**config.mk**
```make
export PLATFORM = sky130hd
export DESIGN_NAME = fpcr_top
export DESIGN_NICKNAME = d
export VERILOG_FILES = /design/src/rtl/fpcr_pkg.sv /design/src/rtl/fpcr_sync2.sv /design/src/rtl/fpcr_drive_reg.sv /design/src/rtl/fpcr_top.sv
export SDC_FILE = /design/constraint.sdc
export NUM_CORES = 1
export LEC_CHECK = 0
export BUFFER_PORTS_ARGS = -buffer_cell sky130_fd_sc_hd__buf_4
export CORE_MARGIN = 5
export CORE_UTILIZATION = 45
export DETAILED_ROUTE_END_ITERATION = 10
export PLACE_DENSITY = 0.68
export RECOVER_POWER = 50
export SETUP_SLACK_MARGIN = 0.5
export SLEW_MARGIN = 20
export SYNTH_ARGS = -nofsm -noshare
export SYNTH_HDL_FRONTEND = slang
export SYNTH_SLANG_ARGS = --single-unit
```
**constraint.sdc**
```tcl
create_clock -name clk_sys_i -period 2.85 [get_ports clk_sys_i]
set_input_delay 0.1425 -clock clk_sys_i [delete_from_list [all_inputs] [get_ports clk_sys_i]]
set_output_delay 0.1425 -clock clk_sys_i [all_outputs]
set_load 0.01 [all_outputs]
```
**src/rtl/fpcr_pkg.sv**
```systemverilog
package fpcr_pkg;

	// ---------------------------------------------------------------
	// Logical device numbers and register indices
	// ---------------------------------------------------------------
	localparam logic [7:0] LDN_FLOPPY           = 8'h00;
	localparam logic [7:0] LDN_PPORT            = 8'h03;
	localparam logic [7:0] IDX_MODE             = 8'hF0;
	localparam logic [7:0] IDX_OPTION           = 8'hF1;
	localparam logic [7:0] IDX_DRIVE_TYPES      = 8'hF2;
	localparam logic [7:0] IDX_RESERVED_F3      = 8'hF3;
	localparam logic [7:0] IDX_DRIVE_ZERO       = 8'hF4;
	localparam logic [7:0] IDX_DRIVE_ONE        = 8'hF5;

	// ---------------------------------------------------------------
	// Reset values
	// ---------------------------------------------------------------
	localparam logic [7:0] RST_FLOPPY_MODE      = 8'h0E;
	localparam logic [7:0] RST_PARALLEL_MODE    = 8'h3C;
	localparam logic [7:0] RST_FLOPPY_OPTION    = 8'h00;
	localparam logic [7:0] RST_ROUTING          = 8'h00;
	localparam logic [7:0] RST_DRIVE_TYPES      = 8'hFF;
	localparam logic [7:0] RST_DRIVE_SETTINGS   = 8'h00;
	localparam logic [7:0] ZERO_BYTE            = 8'h00;

	// ---------------------------------------------------------------
	// Writable masks; clear bits are read-only zero
	// ---------------------------------------------------------------
	localparam logic [7:0] MASK_DRIVE_SETTINGS  = 8'h5B;

	// ---------------------------------------------------------------
	// Field positions
	// ---------------------------------------------------------------
	localparam int FM_ENHANCED   = 0;
	localparam int FM_NON_BURST  = 1;
	localparam int FM_IFACE_LO   = 2;
	localparam int FM_PUSH_PULL  = 6;
	localparam int FM_TRISTATE   = 7;
	localparam int FO_FORCE_WP   = 0;
	localparam int FO_DENS_LO    = 2;
	localparam int DS_TYPE_LO    = 0;
	localparam int DS_RATE_LO    = 3;
	localparam int DS_PRECOMP    = 6;
	localparam int PM_MODE_LO    = 0;
	localparam int PM_THRESH_LO  = 3;
	localparam int PM_PULSE_IRQ  = 7;
	localparam int PR_ROUTE_LO   = 0;

	// ---------------------------------------------------------------
	// Encodings
	// ---------------------------------------------------------------
	localparam logic [1:0] DENS_FORCE_ONE   = 2'h2;
	localparam logic [1:0] DENS_FORCE_ZERO  = 2'h3;
	localparam logic [2:0] PMODE_PRINTER    = 3'h4;
	localparam logic [2:0] PMODE_SPP        = 3'h0;
	localparam logic [2:0] PMODE_ECP        = 3'h2;
	localparam logic [1:0] ROUTE_NORMAL     = 2'h0;
	localparam logic [1:0] ROUTE_SPLIT      = 2'h1;
	localparam logic [1:0] ROUTE_ALL_PPORT  = 2'h2;
	localparam logic [1:0] BOOT_DRIVE       = 2'h0;

	// Interrupt style driven to the parallel port core.
	typedef enum logic [2:0]
	{
		FPCR_IRQ_NONE  = 3'b001,
		FPCR_IRQ_FOLLOW = 3'b010,
		FPCR_IRQ_PULSE = 3'b100
	} fpcr_irq_style_t;

endpackage

```
**src/rtl/fpcr_sync2.sv**
```systemverilog
`timescale 1ns/100ps
module fpcr_sync2
(
	// Clock and reset
	input  wire logic clk_sys_i,
	input  wire logic rst_b_i,
	// Asynchronous level in, synchronised level out
	input  wire logic async_i,
	output logic      sync_o
);

	logic meta_q;

	// -----------------------------------------------------------
	// Two-stage synchroniser; the first stage feeds only the second.
	// -----------------------------------------------------------
	always_ff @(posedge clk_sys_i)
	begin
		if (!rst_b_i)
		begin
			meta_q <= 1'b1;
			sync_o <= 1'b1;
		end
		else
		begin
			meta_q <= async_i;
			sync_o <= meta_q;
		end
	end

endmodule

```
**src/rtl/fpcr_drive_reg.sv**
```systemverilog
`timescale 1ns/100ps
module fpcr_drive_reg
	import fpcr_pkg::*;
(
	// Clock and reset
	input  wire logic       clk_sys_i,
	input  wire logic       rst_b_i,
	// Write port
	input  wire logic       wr_en_i,
	input  wire logic [7:0] wr_data_i,
	// Stored value and fields
	output logic      [7:0] value_o,
	output logic      [1:0] drive_type_select_o,
	output logic      [1:0] rate_table_select_o,
	output logic            precomp_disable_o
);

	// -----------------------------------------------------------
	// Per-drive settings; read-only bits never take a written one.
	// -----------------------------------------------------------
	always_ff @(posedge clk_sys_i)
	begin
		if (!rst_b_i)
			value_o <= RST_DRIVE_SETTINGS;
		else if (wr_en_i)
			value_o <= wr_data_i & MASK_DRIVE_SETTINGS;
	end

	// Field taps for the floppy core.
	assign drive_type_select_o = value_o[DS_TYPE_LO +: 2];
	assign rate_table_select_o = value_o[DS_RATE_LO +: 2];
	assign precomp_disable_o   = value_o[DS_PRECOMP];

endmodule

```
**src/rtl/fpcr_top.sv**
```systemverilog
// Summary of operation
// Defaults only on power-on or hard reset.
// Mode bit0 selects enhanced floppy mode two.
// Mode bit1 selects non-burst DMA, default one.
// Mode bits3:2 select host interface variant.
// Mode bit6 selects push-pull floppy outputs.
// Mode bit7 tri-states dedicated floppy outputs.
// Driver controls affect dedicated floppy pins only.
// Option bit0 forces write protect when selected.
// Forced write protect also on parallel pins.
// Option bits3:2 override density output.
// Drive zero is always the boot drive.
// Type register holds two drive codes.
// Index F3 is reserved, reads zero.
// Per-drive type and rate fields, others zero.
// Per-drive bit6 disables write precompensation.
// Drive one register mirrors drive zero layout.
// Parallel mode bits2:0 select port mode.
// Parallel bits6:3 hold FIFO threshold, 0111.
// Bit7 selects pulsed or following interrupt.
// Interrupt type ignored in printer, standard.
// Routing bits1:0 place drives on pins.
// Software writes zeros to reserved bits.
// Strap picks configuration port address.
// Read-only bits ignore writes, read zero.
`timescale 1ns/100ps
module fpcr_top
	import fpcr_pkg::*;
(
	// Clock and resets
	input  wire logic       clk_sys_i,
	input  wire logic       rst_b_i,
	input  wire logic       hard_reset_b_i,
	// Configuration port side, already decoded to logical device and index
	input  wire logic [7:0] ldn_i,
	input  wire logic [7:0] index_i,
	input  wire logic       cfg_wr_i,
	input  wire logic       cfg_rd_i,
	input  wire logic [7:0] cfg_wdata_i,
	output logic      [7:0] cfg_rdata_o,
	output logic            cfg_rvalid_o,
	// Strap for the configuration port address
	input  wire logic       config_port_strap_i,
	output logic            config_port_alt_o,
	// Floppy core controls
	output logic            floppy_enhanced_o,
	output logic            floppy_non_burst_o,
	output logic      [1:0] floppy_iface_mode_o,
	output logic            floppy_pins_push_pull_o,
	output logic            floppy_pins_tristate_o,
	output logic      [7:0] floppy_drive_types_o,
	output logic      [1:0] boot_drive_o,
	output logic      [1:0] drive0_type_select_o,
	output logic      [1:0] drive0_rate_table_select_o,
	output logic            drive0_precomp_disable_o,
	output logic      [1:0] drive1_type_select_o,
	output logic      [1:0] drive1_rate_table_select_o,
	output logic            drive1_precomp_disable_o,
	// Write protect and density
	input  wire logic       write_protect_in_n_i,
	input  wire logic [1:0] drive_select_i,
	input  wire logic       density_core_i,
	output logic            write_protect_core_n_o,
	output logic            density_o,
	// Parallel port controls
	output logic      [2:0] pport_mode_o,
	output logic      [3:0] ecp_fifo_threshold_o,
	output logic      [2:0] pport_irq_style_o,
	// Floppy routing onto pins
	output logic            drive0_on_pport_o,
	output logic            drive1_on_pport_o,
	output logic            pport_floppy_route_o
);

	// -----------------------------------------------------------
	// Storage
	// -----------------------------------------------------------
	logic [7:0] floppy_mode_cfg_q;
	logic [7:0] floppy_option_cfg_q;
	logic [7:0] floppy_drive_types_q;
	logic [7:0] parallel_mode_cfg_q;
	logic [7:0] parallel_floppy_routing_q;
	logic [7:0] drive_zero_settings;
	logic [7:0] drive_one_settings;
	logic [1:0] d0_type;
	logic [1:0] d0_rate;
	logic       d0_precomp;
	logic [1:0] d1_type;
	logic [1:0] d1_rate;
	logic       d1_precomp;
	logic       wp_sync;
	logic       dens_sync;
	logic       strap_meta_q;
	logic       hard_sync;
	logic       regs_rst_b;
	logic       sel_floppy;
	logic       sel_pport;
	logic       wr_floppy;
	logic       wr_pport;
	logic       any_drive_sel;
	logic       pp_irq_valid;
	logic [7:0] rdata_d;
	fpcr_irq_style_t irq_style_d;

	// -----------------------------------------------------------
	// Reset and input synchronisation
	// -----------------------------------------------------------

	// The hard reset pin is asynchronous, so it is synchronised first.
	fpcr_sync2 u_sync_hard
	(
		.clk_sys_i (clk_sys_i),
		.rst_b_i   (rst_b_i),
		.async_i   (hard_reset_b_i),
		.sync_o    (hard_sync)
	);

	// Write protect pin from the drive cable.
	fpcr_sync2 u_sync_wp
	(
		.clk_sys_i (clk_sys_i),
		.rst_b_i   (rst_b_i),
		.async_i   (write_protect_in_n_i),
		.sync_o    (wp_sync)
	);

	// Density request from the floppy core is treated as foreign too.
	fpcr_sync2 u_sync_dens
	(
		.clk_sys_i (clk_sys_i),
		.rst_b_i   (rst_b_i),
		.async_i   (density_core_i),
		.sync_o    (dens_sync)
	);

	// Power-on reset and the hard reset pin restore defaults; a soft reset
	// elsewhere in the chip is simply not connected here.
	assign regs_rst_b = rst_b_i & hard_sync;

	// -----------------------------------------------------------
	// Address decode
	// -----------------------------------------------------------
	assign sel_floppy = (ldn_i == LDN_FLOPPY);
	assign sel_pport  = (ldn_i == LDN_PPORT);
	assign wr_floppy  = cfg_wr_i & sel_floppy;
	assign wr_pport   = cfg_wr_i & sel_pport;

	// -----------------------------------------------------------
	// Floppy registers
	// -----------------------------------------------------------

	// Mode register; bit 5 is stored as written, software keeps it zero.
	always_ff @(posedge clk_sys_i)
	begin
		if (!regs_rst_b)
			floppy_mode_cfg_q <= RST_FLOPPY_MODE;
		else if (wr_floppy && index_i == IDX_MODE)
			floppy_mode_cfg_q <= cfg_wdata_i;
	end

	// Option register.
	always_ff @(posedge clk_sys_i)
	begin
		if (!regs_rst_b)
			floppy_option_cfg_q <= RST_FLOPPY_OPTION;
		else if (wr_floppy && index_i == IDX_OPTION)
			floppy_option_cfg_q <= cfg_wdata_i;
	end

	// Drive type codes; upper nibble is plain storage.
	always_ff @(posedge clk_sys_i)
	begin
		if (!regs_rst_b)
			floppy_drive_types_q <= RST_DRIVE_TYPES;
		else if (wr_floppy && index_i == IDX_DRIVE_TYPES)
			floppy_drive_types_q <= cfg_wdata_i;
	end

	// Per-drive settings, identical layout for both drives.
	fpcr_drive_reg u_drive_zero
	(
		.clk_sys_i           (clk_sys_i),
		.rst_b_i             (regs_rst_b),
		.wr_en_i             (wr_floppy && index_i == IDX_DRIVE_ZERO),
		.wr_data_i           (cfg_wdata_i),
		.value_o             (drive_zero_settings),
		.drive_type_select_o (d0_type),
		.rate_table_select_o (d0_rate),
		.precomp_disable_o   (d0_precomp)
	);

	fpcr_drive_reg u_drive_one
	(
		.clk_sys_i           (clk_sys_i),
		.rst_b_i             (regs_rst_b),
		.wr_en_i             (wr_floppy && index_i == IDX_DRIVE_ONE),
		.wr_data_i           (cfg_wdata_i),
		.value_o             (drive_one_settings),
		.drive_type_select_o (d1_type),
		.rate_table_select_o (d1_rate),
		.precomp_disable_o   (d1_precomp)
	);

	// -----------------------------------------------------------
	// Parallel port registers
	// -----------------------------------------------------------

	// Mode and FIFO threshold.
	always_ff @(posedge clk_sys_i)
	begin
		if (!regs_rst_b)
			parallel_mode_cfg_q <= RST_PARALLEL_MODE;
		else if (wr_pport && index_i == IDX_MODE)
			parallel_mode_cfg_q <= cfg_wdata_i;
	end

	// Floppy routing; reserved bits are kept as written.
	always_ff @(posedge clk_sys_i)
	begin
		if (!regs_rst_b)
			parallel_floppy_routing_q <= RST_ROUTING;
		else if (wr_pport && index_i == IDX_OPTION)
			parallel_floppy_routing_q <= cfg_wdata_i;
	end

	// -----------------------------------------------------------
	// Read path
	// -----------------------------------------------------------

	// Unknown indices and devices read as zero, like the reserved F3 slot.
	always_comb
	begin
		rdata_d = ZERO_BYTE;
		if (sel_floppy)
		begin
			unique case (index_i)
				IDX_MODE:        rdata_d = floppy_mode_cfg_q;
				IDX_OPTION:      rdata_d = floppy_option_cfg_q;
				IDX_DRIVE_TYPES: rdata_d = floppy_drive_types_q;
				IDX_RESERVED_F3: rdata_d = ZERO_BYTE;
				IDX_DRIVE_ZERO:  rdata_d = drive_zero_settings;
				IDX_DRIVE_ONE:   rdata_d = drive_one_settings;
				default:         rdata_d = ZERO_BYTE;
			endcase
		end
		else if (sel_pport)
		begin
			unique case (index_i)
				IDX_MODE:   rdata_d = parallel_mode_cfg_q;
				IDX_OPTION: rdata_d = parallel_floppy_routing_q;
				default:    rdata_d = ZERO_BYTE;
			endcase
		end
	end

	// Read data is registered; it answers one cycle after the strobe.
	always_ff @(posedge clk_sys_i)
	begin
		if (!rst_b_i)
		begin
			cfg_rdata_o  <= ZERO_BYTE;
			cfg_rvalid_o <= 1'b0;
		end
		else
		begin
			cfg_rdata_o  <= cfg_rd_i ? rdata_d : ZERO_BYTE;
			cfg_rvalid_o <= cfg_rd_i;
		end
	end

	// -----------------------------------------------------------
	// Strap capture
	// -----------------------------------------------------------

	// The strap pin passes two flops while reset is held, then both hold so
	// the port address does not move if the pin later changes.
	always_ff @(posedge clk_sys_i)
	begin
		if (!regs_rst_b)
		begin
			strap_meta_q      <= config_port_strap_i;
			config_port_alt_o <= strap_meta_q;
		end
	end

	// -----------------------------------------------------------
	// Derived controls
	// -----------------------------------------------------------
	assign any_drive_sel = |drive_select_i;
	assign pp_irq_valid  = (parallel_mode_cfg_q[PM_MODE_LO +: 3] != PMODE_PRINTER) &&
	                       (parallel_mode_cfg_q[PM_MODE_LO +: 3] != PMODE_SPP);

	// Interrupt style: none when not valid, else pulsed or following.
	always_comb
	begin
		if (!pp_irq_valid)
			irq_style_d = FPCR_IRQ_NONE;
		else if (parallel_mode_cfg_q[PM_PULSE_IRQ])
			irq_style_d = FPCR_IRQ_PULSE;
		else
			irq_style_d = FPCR_IRQ_FOLLOW;
	end

	// Floppy controls, registered so outputs come from flip-flops.
	always_ff @(posedge clk_sys_i)
	begin
		if (!rst_b_i)
		begin
			floppy_enhanced_o       <= 1'b0;
			floppy_non_burst_o      <= RST_FLOPPY_MODE[FM_NON_BURST];
			floppy_iface_mode_o     <= RST_FLOPPY_MODE[FM_IFACE_LO +: 2];
			floppy_pins_push_pull_o <= 1'b0;
			floppy_pins_tristate_o  <= 1'b0;
			floppy_drive_types_o    <= RST_DRIVE_TYPES;
			boot_drive_o            <= BOOT_DRIVE;
		end
		else
		begin
			floppy_enhanced_o       <= floppy_mode_cfg_q[FM_ENHANCED];
			floppy_non_burst_o      <= floppy_mode_cfg_q[FM_NON_BURST];
			floppy_iface_mode_o     <= floppy_mode_cfg_q[FM_IFACE_LO +: 2];
			floppy_pins_push_pull_o <= floppy_mode_cfg_q[FM_PUSH_PULL];
			floppy_pins_tristate_o  <= floppy_mode_cfg_q[FM_TRISTATE];
			floppy_drive_types_o    <= floppy_drive_types_q;
			boot_drive_o            <= BOOT_DRIVE;
		end
	end

	// Per-drive fields.
	always_ff @(posedge clk_sys_i)
	begin
		if (!rst_b_i)
		begin
			drive0_type_select_o       <= 2'h0;
			drive0_rate_table_select_o <= 2'h0;
			drive0_precomp_disable_o   <= 1'b0;
			drive1_type_select_o       <= 2'h0;
			drive1_rate_table_select_o <= 2'h0;
			drive1_precomp_disable_o   <= 1'b0;
		end
		else
		begin
			drive0_type_select_o       <= d0_type;
			drive0_rate_table_select_o <= d0_rate;
			drive0_precomp_disable_o   <= d0_precomp;
			drive1_type_select_o       <= d1_type;
			drive1_rate_table_select_o <= d1_rate;
			drive1_precomp_disable_o   <= d1_precomp;
		end
	end

	// Write protect to the core covers both pin sets, since the override is
	// applied after routing and before the core sees it.
	always_ff @(posedge clk_sys_i)
	begin
		if (!rst_b_i)
			write_protect_core_n_o <= 1'b1;
		else if (floppy_option_cfg_q[FO_FORCE_WP] && any_drive_sel)
			write_protect_core_n_o <= 1'b0;
		else
			write_protect_core_n_o <= wp_sync;
	end

	// Density override.
	always_ff @(posedge clk_sys_i)
	begin
		if (!rst_b_i)
			density_o <= 1'b0;
		else if (floppy_option_cfg_q[FO_DENS_LO +: 2] == DENS_FORCE_ONE)
			density_o <= 1'b1;
		else if (floppy_option_cfg_q[FO_DENS_LO +: 2] == DENS_FORCE_ZERO)
			density_o <= 1'b0;
		else
			density_o <= dens_sync;
	end

	// Parallel controls and floppy routing. The driver style and tristate
	// controls above never reach the parallel pins.
	always_ff @(posedge clk_sys_i)
	begin
		if (!rst_b_i)
		begin
			pport_mode_o         <= PMODE_PRINTER;
			ecp_fifo_threshold_o <= RST_PARALLEL_MODE[PM_THRESH_LO +: 4];
			pport_irq_style_o    <= FPCR_IRQ_NONE;
			drive0_on_pport_o    <= 1'b0;
			drive1_on_pport_o    <= 1'b0;
			pport_floppy_route_o <= 1'b0;
		end
		else
		begin
			pport_mode_o         <= parallel_mode_cfg_q[PM_MODE_LO +: 3];
			ecp_fifo_threshold_o <= parallel_mode_cfg_q[PM_THRESH_LO +: 4];
			pport_irq_style_o    <= irq_style_d;
			drive0_on_pport_o    <= (parallel_floppy_routing_q[PR_ROUTE_LO +: 2] == ROUTE_ALL_PPORT);
			drive1_on_pport_o    <= (parallel_floppy_routing_q[PR_ROUTE_LO +: 2] == ROUTE_SPLIT) ||
			                        (parallel_floppy_routing_q[PR_ROUTE_LO +: 2] == ROUTE_ALL_PPORT);
			pport_floppy_route_o <= (parallel_floppy_routing_q[PR_ROUTE_LO +: 2] != ROUTE_NORMAL);
		end
	end

endmodule

```
# Yosys cells after proc, flatten, opt, wreduce, memory -nomap -nowiden
# Cells that the tools add are included.
# totals
register_bits	106
latch_bits	0
mem_bits_rw	0
rom_bits	0
elab_cells	75
memories	0
# op_classes
n_addsub	0
mul	0
div	0
order_cmp	0
eq_ne	11
n_shift	0
mux	8
bitwise_logic	3
reduce_logical	16
# op_table
op	count
equality test 8 bit, second input constant	5
one-hot mux 8 bit (5 select lines)	1
two-way mux 8 bit	2
one-hot mux 8 bit (2 select lines)	1
logical AND 1 bit	9
equality test 8 x 2 -> 1 bit, second input constant	1
logical NOT 8 bit	1
equality test 2 bit, second input constant	3
AND reduction 2 bit	2
bitwise AND 1 bit	3
two-way mux 1 bit	3
two-way mux 3 bit	1
inequality test 3 bit, second input constant	1
nonzero test 3 bit	1
equality test 2 x 1 -> 1 bit, second input constant	1
nonzero test 2 bit	1
OR reduction 2 bit	1
logical OR 1 bit	1

# Logic depth before layout (Yosys ltp)
# Gate-level depths: netlist of the first run.
# depth
ltp_word	4
ltp_mapped	6
depth_no_buf	4

# Modules after synthesis
# From an unflattened synthesis of the first run, not the netlist that was laid out.
# hier_totals
hier_cells	395
hier_area_um2	4082.7
# modules_own_cells
module	instances	cells_per_inst	area_per_inst_um2
fpcr_top	1	333	3412.0
fpcr_drive_reg	2	25	256.5
fpcr_sync2	3	4	52.6

# Worst setup path before layout of the first run
# OpenSTA, ideal clock, no wires.
# synth_timing
path_type	in2reg
startpoint	in ldn_i[5]
endpoint	reg u_drive_zero.value_o[0]
setup_time_ps	123
arrival_ps	1888
t_required_ps	2727
setup_slack_ps	839
stages	6
n_path_buf	2
cell_sequence	or4_4 > or4_4 > buf_6 > or3_1 > buf_6 > mux2i_1
# synth_between
elab_chain_cells	3
# synth_rtl
element	line	rtl
from (decl)	fpcr_top.sv:35	input wire logic [7:0] ldn_i,
logical NOT 8 bit	fpcr_top.sv:143	assign sel_floppy = (ldn_i == LDN_FLOPPY);
bitwise AND 1 bit	fpcr_top.sv:145	assign wr_floppy = cfg_wr_i & sel_floppy;
logical AND 1 bit	fpcr_top.sv:184	.wr_en_i (wr_floppy && index_i == IDX_DRIVE_ZERO),
to (signal assigned)	fpcr_drive_reg.sv:26	value_o <= wr_data_i & MASK_DRIVE_SETTINGS;
to (decl)	fpcr_drive_reg.sv:12	output logic [7:0] value_o,
# No other way between the ends.
# A chain may end at the register's enable or synchronous reset.

# Worst setup path after layout of the first run
# layout_timing
startpoint	in ldn_i[5]
endpoint	reg floppy_option_cfg_q[4]
# layout_between
elab_chain_cells	3
# layout_rtl
element	line	rtl
logical NOT 8 bit	fpcr_top.sv:143	
bitwise AND 1 bit	fpcr_top.sv:145	
logical AND 1 bit	fpcr_top.sv:166	else if (wr_floppy && index_i == IDX_OPTION)
to (signal assigned)	fpcr_top.sv:167	floppy_option_cfg_q <= cfg_wdata_i;
to (decl)	fpcr_top.sv:79	logic [7:0] floppy_option_cfg_q;
# No other way between the ends.

==> impl_metrics.tcl, run 1 <==
set metrics [dict create \
    outcome "finished clean" \
    final.setup.tns_ps 0 \
    syn_to_final_growth_pct 20.1 \
    numPortBuffers 82 \
    synth_area_leaders "dfxtp_1, mux2i_1, nand2_1" \
    ys_seq_area_share_pct 55.0 \
    drc_errors 0 \
    final_util_pct 54.5 \
    hold_violations 0 \
    peakVddDrop_uv 240 \
    setup_violations 0 \
    grt_max_degree 47 \
    rsz0062_at_grt "no" \
    async_reset_ff_share_pct 0 \
    place_inst 550 \
    syn_area_um2 3900 \
    worstSetupEndpoint "floppy_option_cfg_q[4]$_SDFFE_PN0P_" \
    post-route-worst-setup-slack_ps 949 \
    synth_top_area_share_pct 53.4 \
    syn_inst 376 \
    die_area_um2 10600 \
    crit_required_ps 3090 \
    io_pins 85 \
    dpl.hpwl_um 6620 \
    coreArea_um2 8590 \
    synth-main-ff-cell "dfxtp_1" \
    vias 2953 \
    overflow 0 \
    avgViaCountPerCell 5.17 \
    antenna_found_initial 0 \
    grt_pass1_wl_um 15300 \
    initial_core_util_pct 45.3 \
    clockRootBuffer "clkbuf_8" \
    clk_latency_ps 370 \
    p_leak_uw 0.00197 \
    nets 494 \
    placed_area_um2 4580 \
    final_cells 571 \
    cts_setup_buffers 0 \
    final_layout_size_suffix_gt1_share_pct 16.6 \
    fillers 821 \
    setup.worst_path.class "in2reg" \
    clkTransAtPathRegs_ps 90 \
    drt_wl_total_um 9300 \
    critPathLaunchType "input port" \
    hp-class "in2reg" \
    ctsHoldBuffers 5 \
    cts_buffer_depth 2 \
    reg2reg_depth 4 \
    post_cts_resized 0 \
    yosys_warnings 0 \
    first_pass_iters 4 \
    layout_commonest_cell "dfxtp_1" \
    slew_headroom_pct 56.6 \
    crit_start "ldn_i[5]" \
    cts_tree "yes" \
    crit_fanout 8 \
    place_ws_ps 639 \
    diodes 0 \
    grt_pass1_vias 3053 \
    end_kind "flip-flop" \
    die_h_um 103 \
    drt_iter0_drc 154 \
    timing.final.crit_share_pct 66.7 \
    drv_slew 0 \
    worstMarginPinSlew_ps 650 \
    worstReg2RegStart "u_sync_hard.sync_o$_SDFF_PN1_" \
    num_rows 34 \
    final_cell_mix "dfxtp_1, mux2i_1, nand2_1, buf_4, clkbuf_1" \
    maxCapViolations 0 \
    ant_nets 0 \
    max_freq_mhz 526 \
    syn_avg_cell_area_um2 10.4 \
    crit_arrival_ps 2140 \
    synth_seq_cells 106 \
    h-tree-depth 3 \
    clock-skew-final_ps 6.10 \
    r2r-end "parallel_mode_cfg_q[3]$_SDFFE_PN1P_" \
    track_usage_pct 19.0 \
    fin_area_um2 4680 \
    wl_per_cell_um 16.3 \
    gp_congestion 0.779 \
    reg2reg_slack_ps 1270 \
    fin_crit_ps 1900 \
    die_w_um 103 \
    synth_top_cell_by_area "dfxtp_1" \
    synth-edff-count 2 \
    cts_sinks 106 \
    synth.distinct_cells 37 \
    hp-start "drive_select_i[0]" \
    numCtsBuffers 9 \
    power_density_nw_per_um2 525 \
]
per-stage QoR:
step / total power, uW / hold slack, ps
6_report: 2460 / 36.5
5_1_grt: 2570 / 52.0
4_1_cts: 2490 / 27.1
3_5_place_dp: 1670 / 323
3_3_place_gp: 1670 / 322
2_1_floorplan: 1610 / 216
cells in the mapped netlist (all sizes together), types with 3 or more instances:
master and count:
dfxtp 104, mux2i 58, nand2 50, nand2b 23, and2 22, nor2 17, clkbuf 15, o21ai 12
a21oi 10, nor3 8, a211oi 6, buf 6, inv 5, o22ai 5, o2bb2ai 5, nand3 4
nor2b 3
sequential cells by signal, indices dropped and copies added (netlist names), 2 cells and up:
register                    flops
cfg_rdata_o                     8
floppy_drive_types_o            8
floppy_drive_types_q            8
floppy_mode_cfg_q               8
floppy_option_cfg_q             8
parallel_floppy_routing_q       8
parallel_mode_cfg_q             8
u_drive_one.value_o             5
u_drive_zero.value_o            5
ecp_fifo_threshold_o            4
pport_irq_style_o               3
pport_mode_o                    3
drive0_rate_table_select_o      2
drive0_type_select_o            2
drive1_rate_table_select_o      2
drive1_type_select_o            2
floppy_iface_mode_o             2
routing by layer:
layer	vias to the layer above	part of all wire (%)	global-route usage [%]	wire length, um
li1	1434	-	-	-
met1	1399	43	23.3	3990
met2	104	48	31.5	4480
met3	16	6.7	5.14	619
met4	0	2.3	8.17	210
met5	-	0	0	0
critical path: stages:
cell,delay [ps]
buf_4,110
or4_4,550
nor3_1,540
nand3_1,570
mux2i_1,240
power breakdown:
| part | switching, uW | internal [uW] |
|---|---|---|
| sequential | 1.75 | 1490 |
| clock | 503 | 314 |
| combinational | 86.5 | 61.5 |
| total | 591 | 1870 |
logic make-up (layout without fill, tap and decap cells):
kind of cell / Yosys count / after routing / synth area share (%)
AND/OR/NAND/NOR: 138 / 138 / 18.2
flip-flops: 106 / 106 / 55.0
multiplexers: 61 / 61 / 16.3
AO/OA/AOI/OAI: 41 / 41 / 6.52
buffers and inverters: 27 / 113 / 3.21
adder cells (fa/ha/maj): 2 / 2 / 0.642
other: 1 / 2 / 0.0962
final cells by class:
cell class,count,area (um^2),share of cell area [%]
inverters,6,22.5,0.481
repair buffers,91,579,12.4
clock inverters,7,45.0,0.962
clock buffers,9,124,2.65
multi-input cells,244,1630,34.9
flip-flops and latches,106,2140,45.8
well taps,108,135,2.89
how the worst min path moves through the flow:
stage / endpoint / depth (start not counted)
floorplan: u_sync_wp.sync_o$_SDFF_PN1_ / 1
global placement: strap_meta_q$_DFFE_PN_ / 1
detailed placement: strap_meta_q$_DFFE_PN_ / 1
CTS: write_protect_core_n_o$_SDFF_PN1_ / 4
global route: write_protect_core_n_o$_SDFF_PN1_ / 4
finish: write_protect_core_n_o$_SDFF_PN1_ / 4
Power figures use the tool's default switching activity.
==> run 2, diff against run 1 <==
==> constraint.sdc (replaced) <==
create_clock -name clk_sys_i -period 1.8 [get_ports clk_sys_i]
set_input_delay 0.09 -clock clk_sys_i [delete_from_list [all_inputs] [get_ports clk_sys_i]]
set_output_delay 0.09 -clock clk_sys_i [all_outputs]
set_load 0.01 [all_outputs]
==> impl_metrics.tcl, run 2 (synthesis gave the netlist of run 1 again) <==
set metrics [dict create \
    clkTransAtPathRegs_ps 100 \
    diodes 0 \
    outcome "finished clean" \
    dpl.hpwl_um 6770 \
    p_leak_uw 0.00223 \
    layout_commonest_cell "dfxtp_1" \
    post-route-worst-setup-slack_ps 205 \
    p_sw_uw 968 \
    first_pass_iters 4 \
    cts_buffer_depth 2 \
    ant_nets 0 \
    peakVddDrop_uv 322 \
    hold-path-cell-count 4 \
    hold_slack_ps 8.49 \
    reg2reg_depth 5 \
    die_h_um 103 \
    wl_per_cell_um 16.1 \
    hold_violations 0 \
    die_area_um2 10600 \
    power.internal_uw 3130 \
    multiInputGateArea_um2 1830 \
    final_cell_mix "dfxtp_1, mux2i_1, buf_4" \
    worstMarginPinSlew_ps 695 \
    hp-class "in2reg" \
    cts_tree "yes" \
    setup_violations 0 \
    antenna_found_initial 0 \
    max_freq_mhz 627 \
    coreArea_um2 8590 \
    fillers 736 \
    p_clk_share_pct 35.6 \
    crit_arrival_ps 1880 \
    nets 525 \
    clock-skew-final_ps 8.22 \
    fin_area_um2 5250 \
    comb_power_share_pct 6.7 \
    numPortBuffers 82 \
    grt_max_degree 47 \
    grt_pass1_vias 3281 \
    die_w_um 103 \
    register_area_um2 2140 \
    maxCapViolations 0 \
    h-tree-depth 3 \
    placed_area_um2 4780 \
    pwr-share-seq_pct 57.7 \
    critPathLaunchType "input port" \
    crit_required_ps 2080 \
    overflow 0 \
    initial_core_util_pct 45.3 \
    final_layout_size_suffix_gt1_share_pct 27.1 \
    sw_frac_of_total_pct 23.6 \
    clockRootBuffer "clkbuf_8" \
    numCtsBuffers 9 \
    end_kind "flip-flop" \
    rsz0062_at_grt "yes" \
    drt_iter0_drc 142 \
    avgViaCountPerCell 5.11 \
    crit_fanout 3 \
    fin_crit_ps 1590 \
    slew_headroom_pct 53.3 \
    track_usage_pct 19.1 \
    place_ws_ps -222 \
    grt_pass1_wl_um 15600 \
    vias 3075 \
    cts_sinks 106 \
    io_pins 85 \
    gp_congestion 0.814 \
    timing.final.crit_share_pct 88.6 \
    drt_wl_total_um 9720 \
    setup.worst_path.class "in2reg" \
    power_density_nw_per_um2 781 \
    clk_latency_ps 360 \
    num_rows 34 \
    syn_to_final_growth_pct 34.8 \
    drc_errors 0 \
    drv_slew 0 \
]
## run 2: repair_timing
action,in CTS,in global routing
buffers inserted,5,1
hold endpoints to repair,8,0
resized for setup,47,10
pin swaps,7,4
hold buffers,7,0
endpoints found under the setup margin,58,58
## run 2: layout make-up
cell class,instances,share of cell area [%]
sequential,106,40.8
multi-input combinational,244,34.9
timing repair buffer,122,17.5
tap,108,2.57
clock buffer,9,2.36
clock inverter,7,1.43
inverter,6,0.452
## run 2: per-stage QoR
stage / setup TNS, ps / cells / total power (uW) / utilization, %
after CTS: 0 / 601 / 4130 / 61.8
after floorplan: -786 / 377 / 2540 / -
final: 0 / 602 / 4100 / 61.1
after detailed placement: -2660 / 573 / 2660 / 55.6
after global routing: 0 / 602 / 4270 / 61.1
after global placement: -2180 / 573 / 2660 / 55.6
## run 2: worst max-delay path, stage by stage
cell	delay, ps
buf_6	90
or4_4	520
or4_4	550
buf_6	150
nor3_4	140
buf_6	130
mux2i_2	200
## run 2: worst paths after layout
check | startpoint | slack, ps | endpoint
min | drive_select_i[0] | 8 | write_protect_core_n_o$_SDFF_PN1_
max reg2reg | u_sync_hard.sync_o$_SDFF_PN1_ | 440 | floppy_mode_cfg_q[2]$_SDFFE_PN1P_
max | ldn_i[5] | 210 | u_drive_one.value_o[3]$_SDFFE_PN0P_
min reg2reg | u_sync_wp.meta_q$_SDFF_PN1_ | 420 | u_sync_wp.sync_o$_SDFF_PN1_
## run 2: power by group through the flow
stage	logic, uW	registers (uW)	clock network [uW]
2_1_floorplan	120	2420	0
3_5_place_dp	238	2420	0
6_report	274	2370	1460
5_1_grt	295	2370	1600
3_3_place_gp	235	2420	0
4_1_cts	268	2370	1490
## run 2: metal layers
metal | vias up | routed length [um] | global-route usage, % | part of all wire (%)
met5 | - | 0 | 0 | 0
met4 | 0 | 213 | 8.57 | 2.2
met3 | 20 | 664 | 4.26 | 6.8
met2 | 100 | 4730 | 32.8 | 49
met1 | 1449 | 4120 | 22.9 | 42
li1 | 1506 | - | - | -
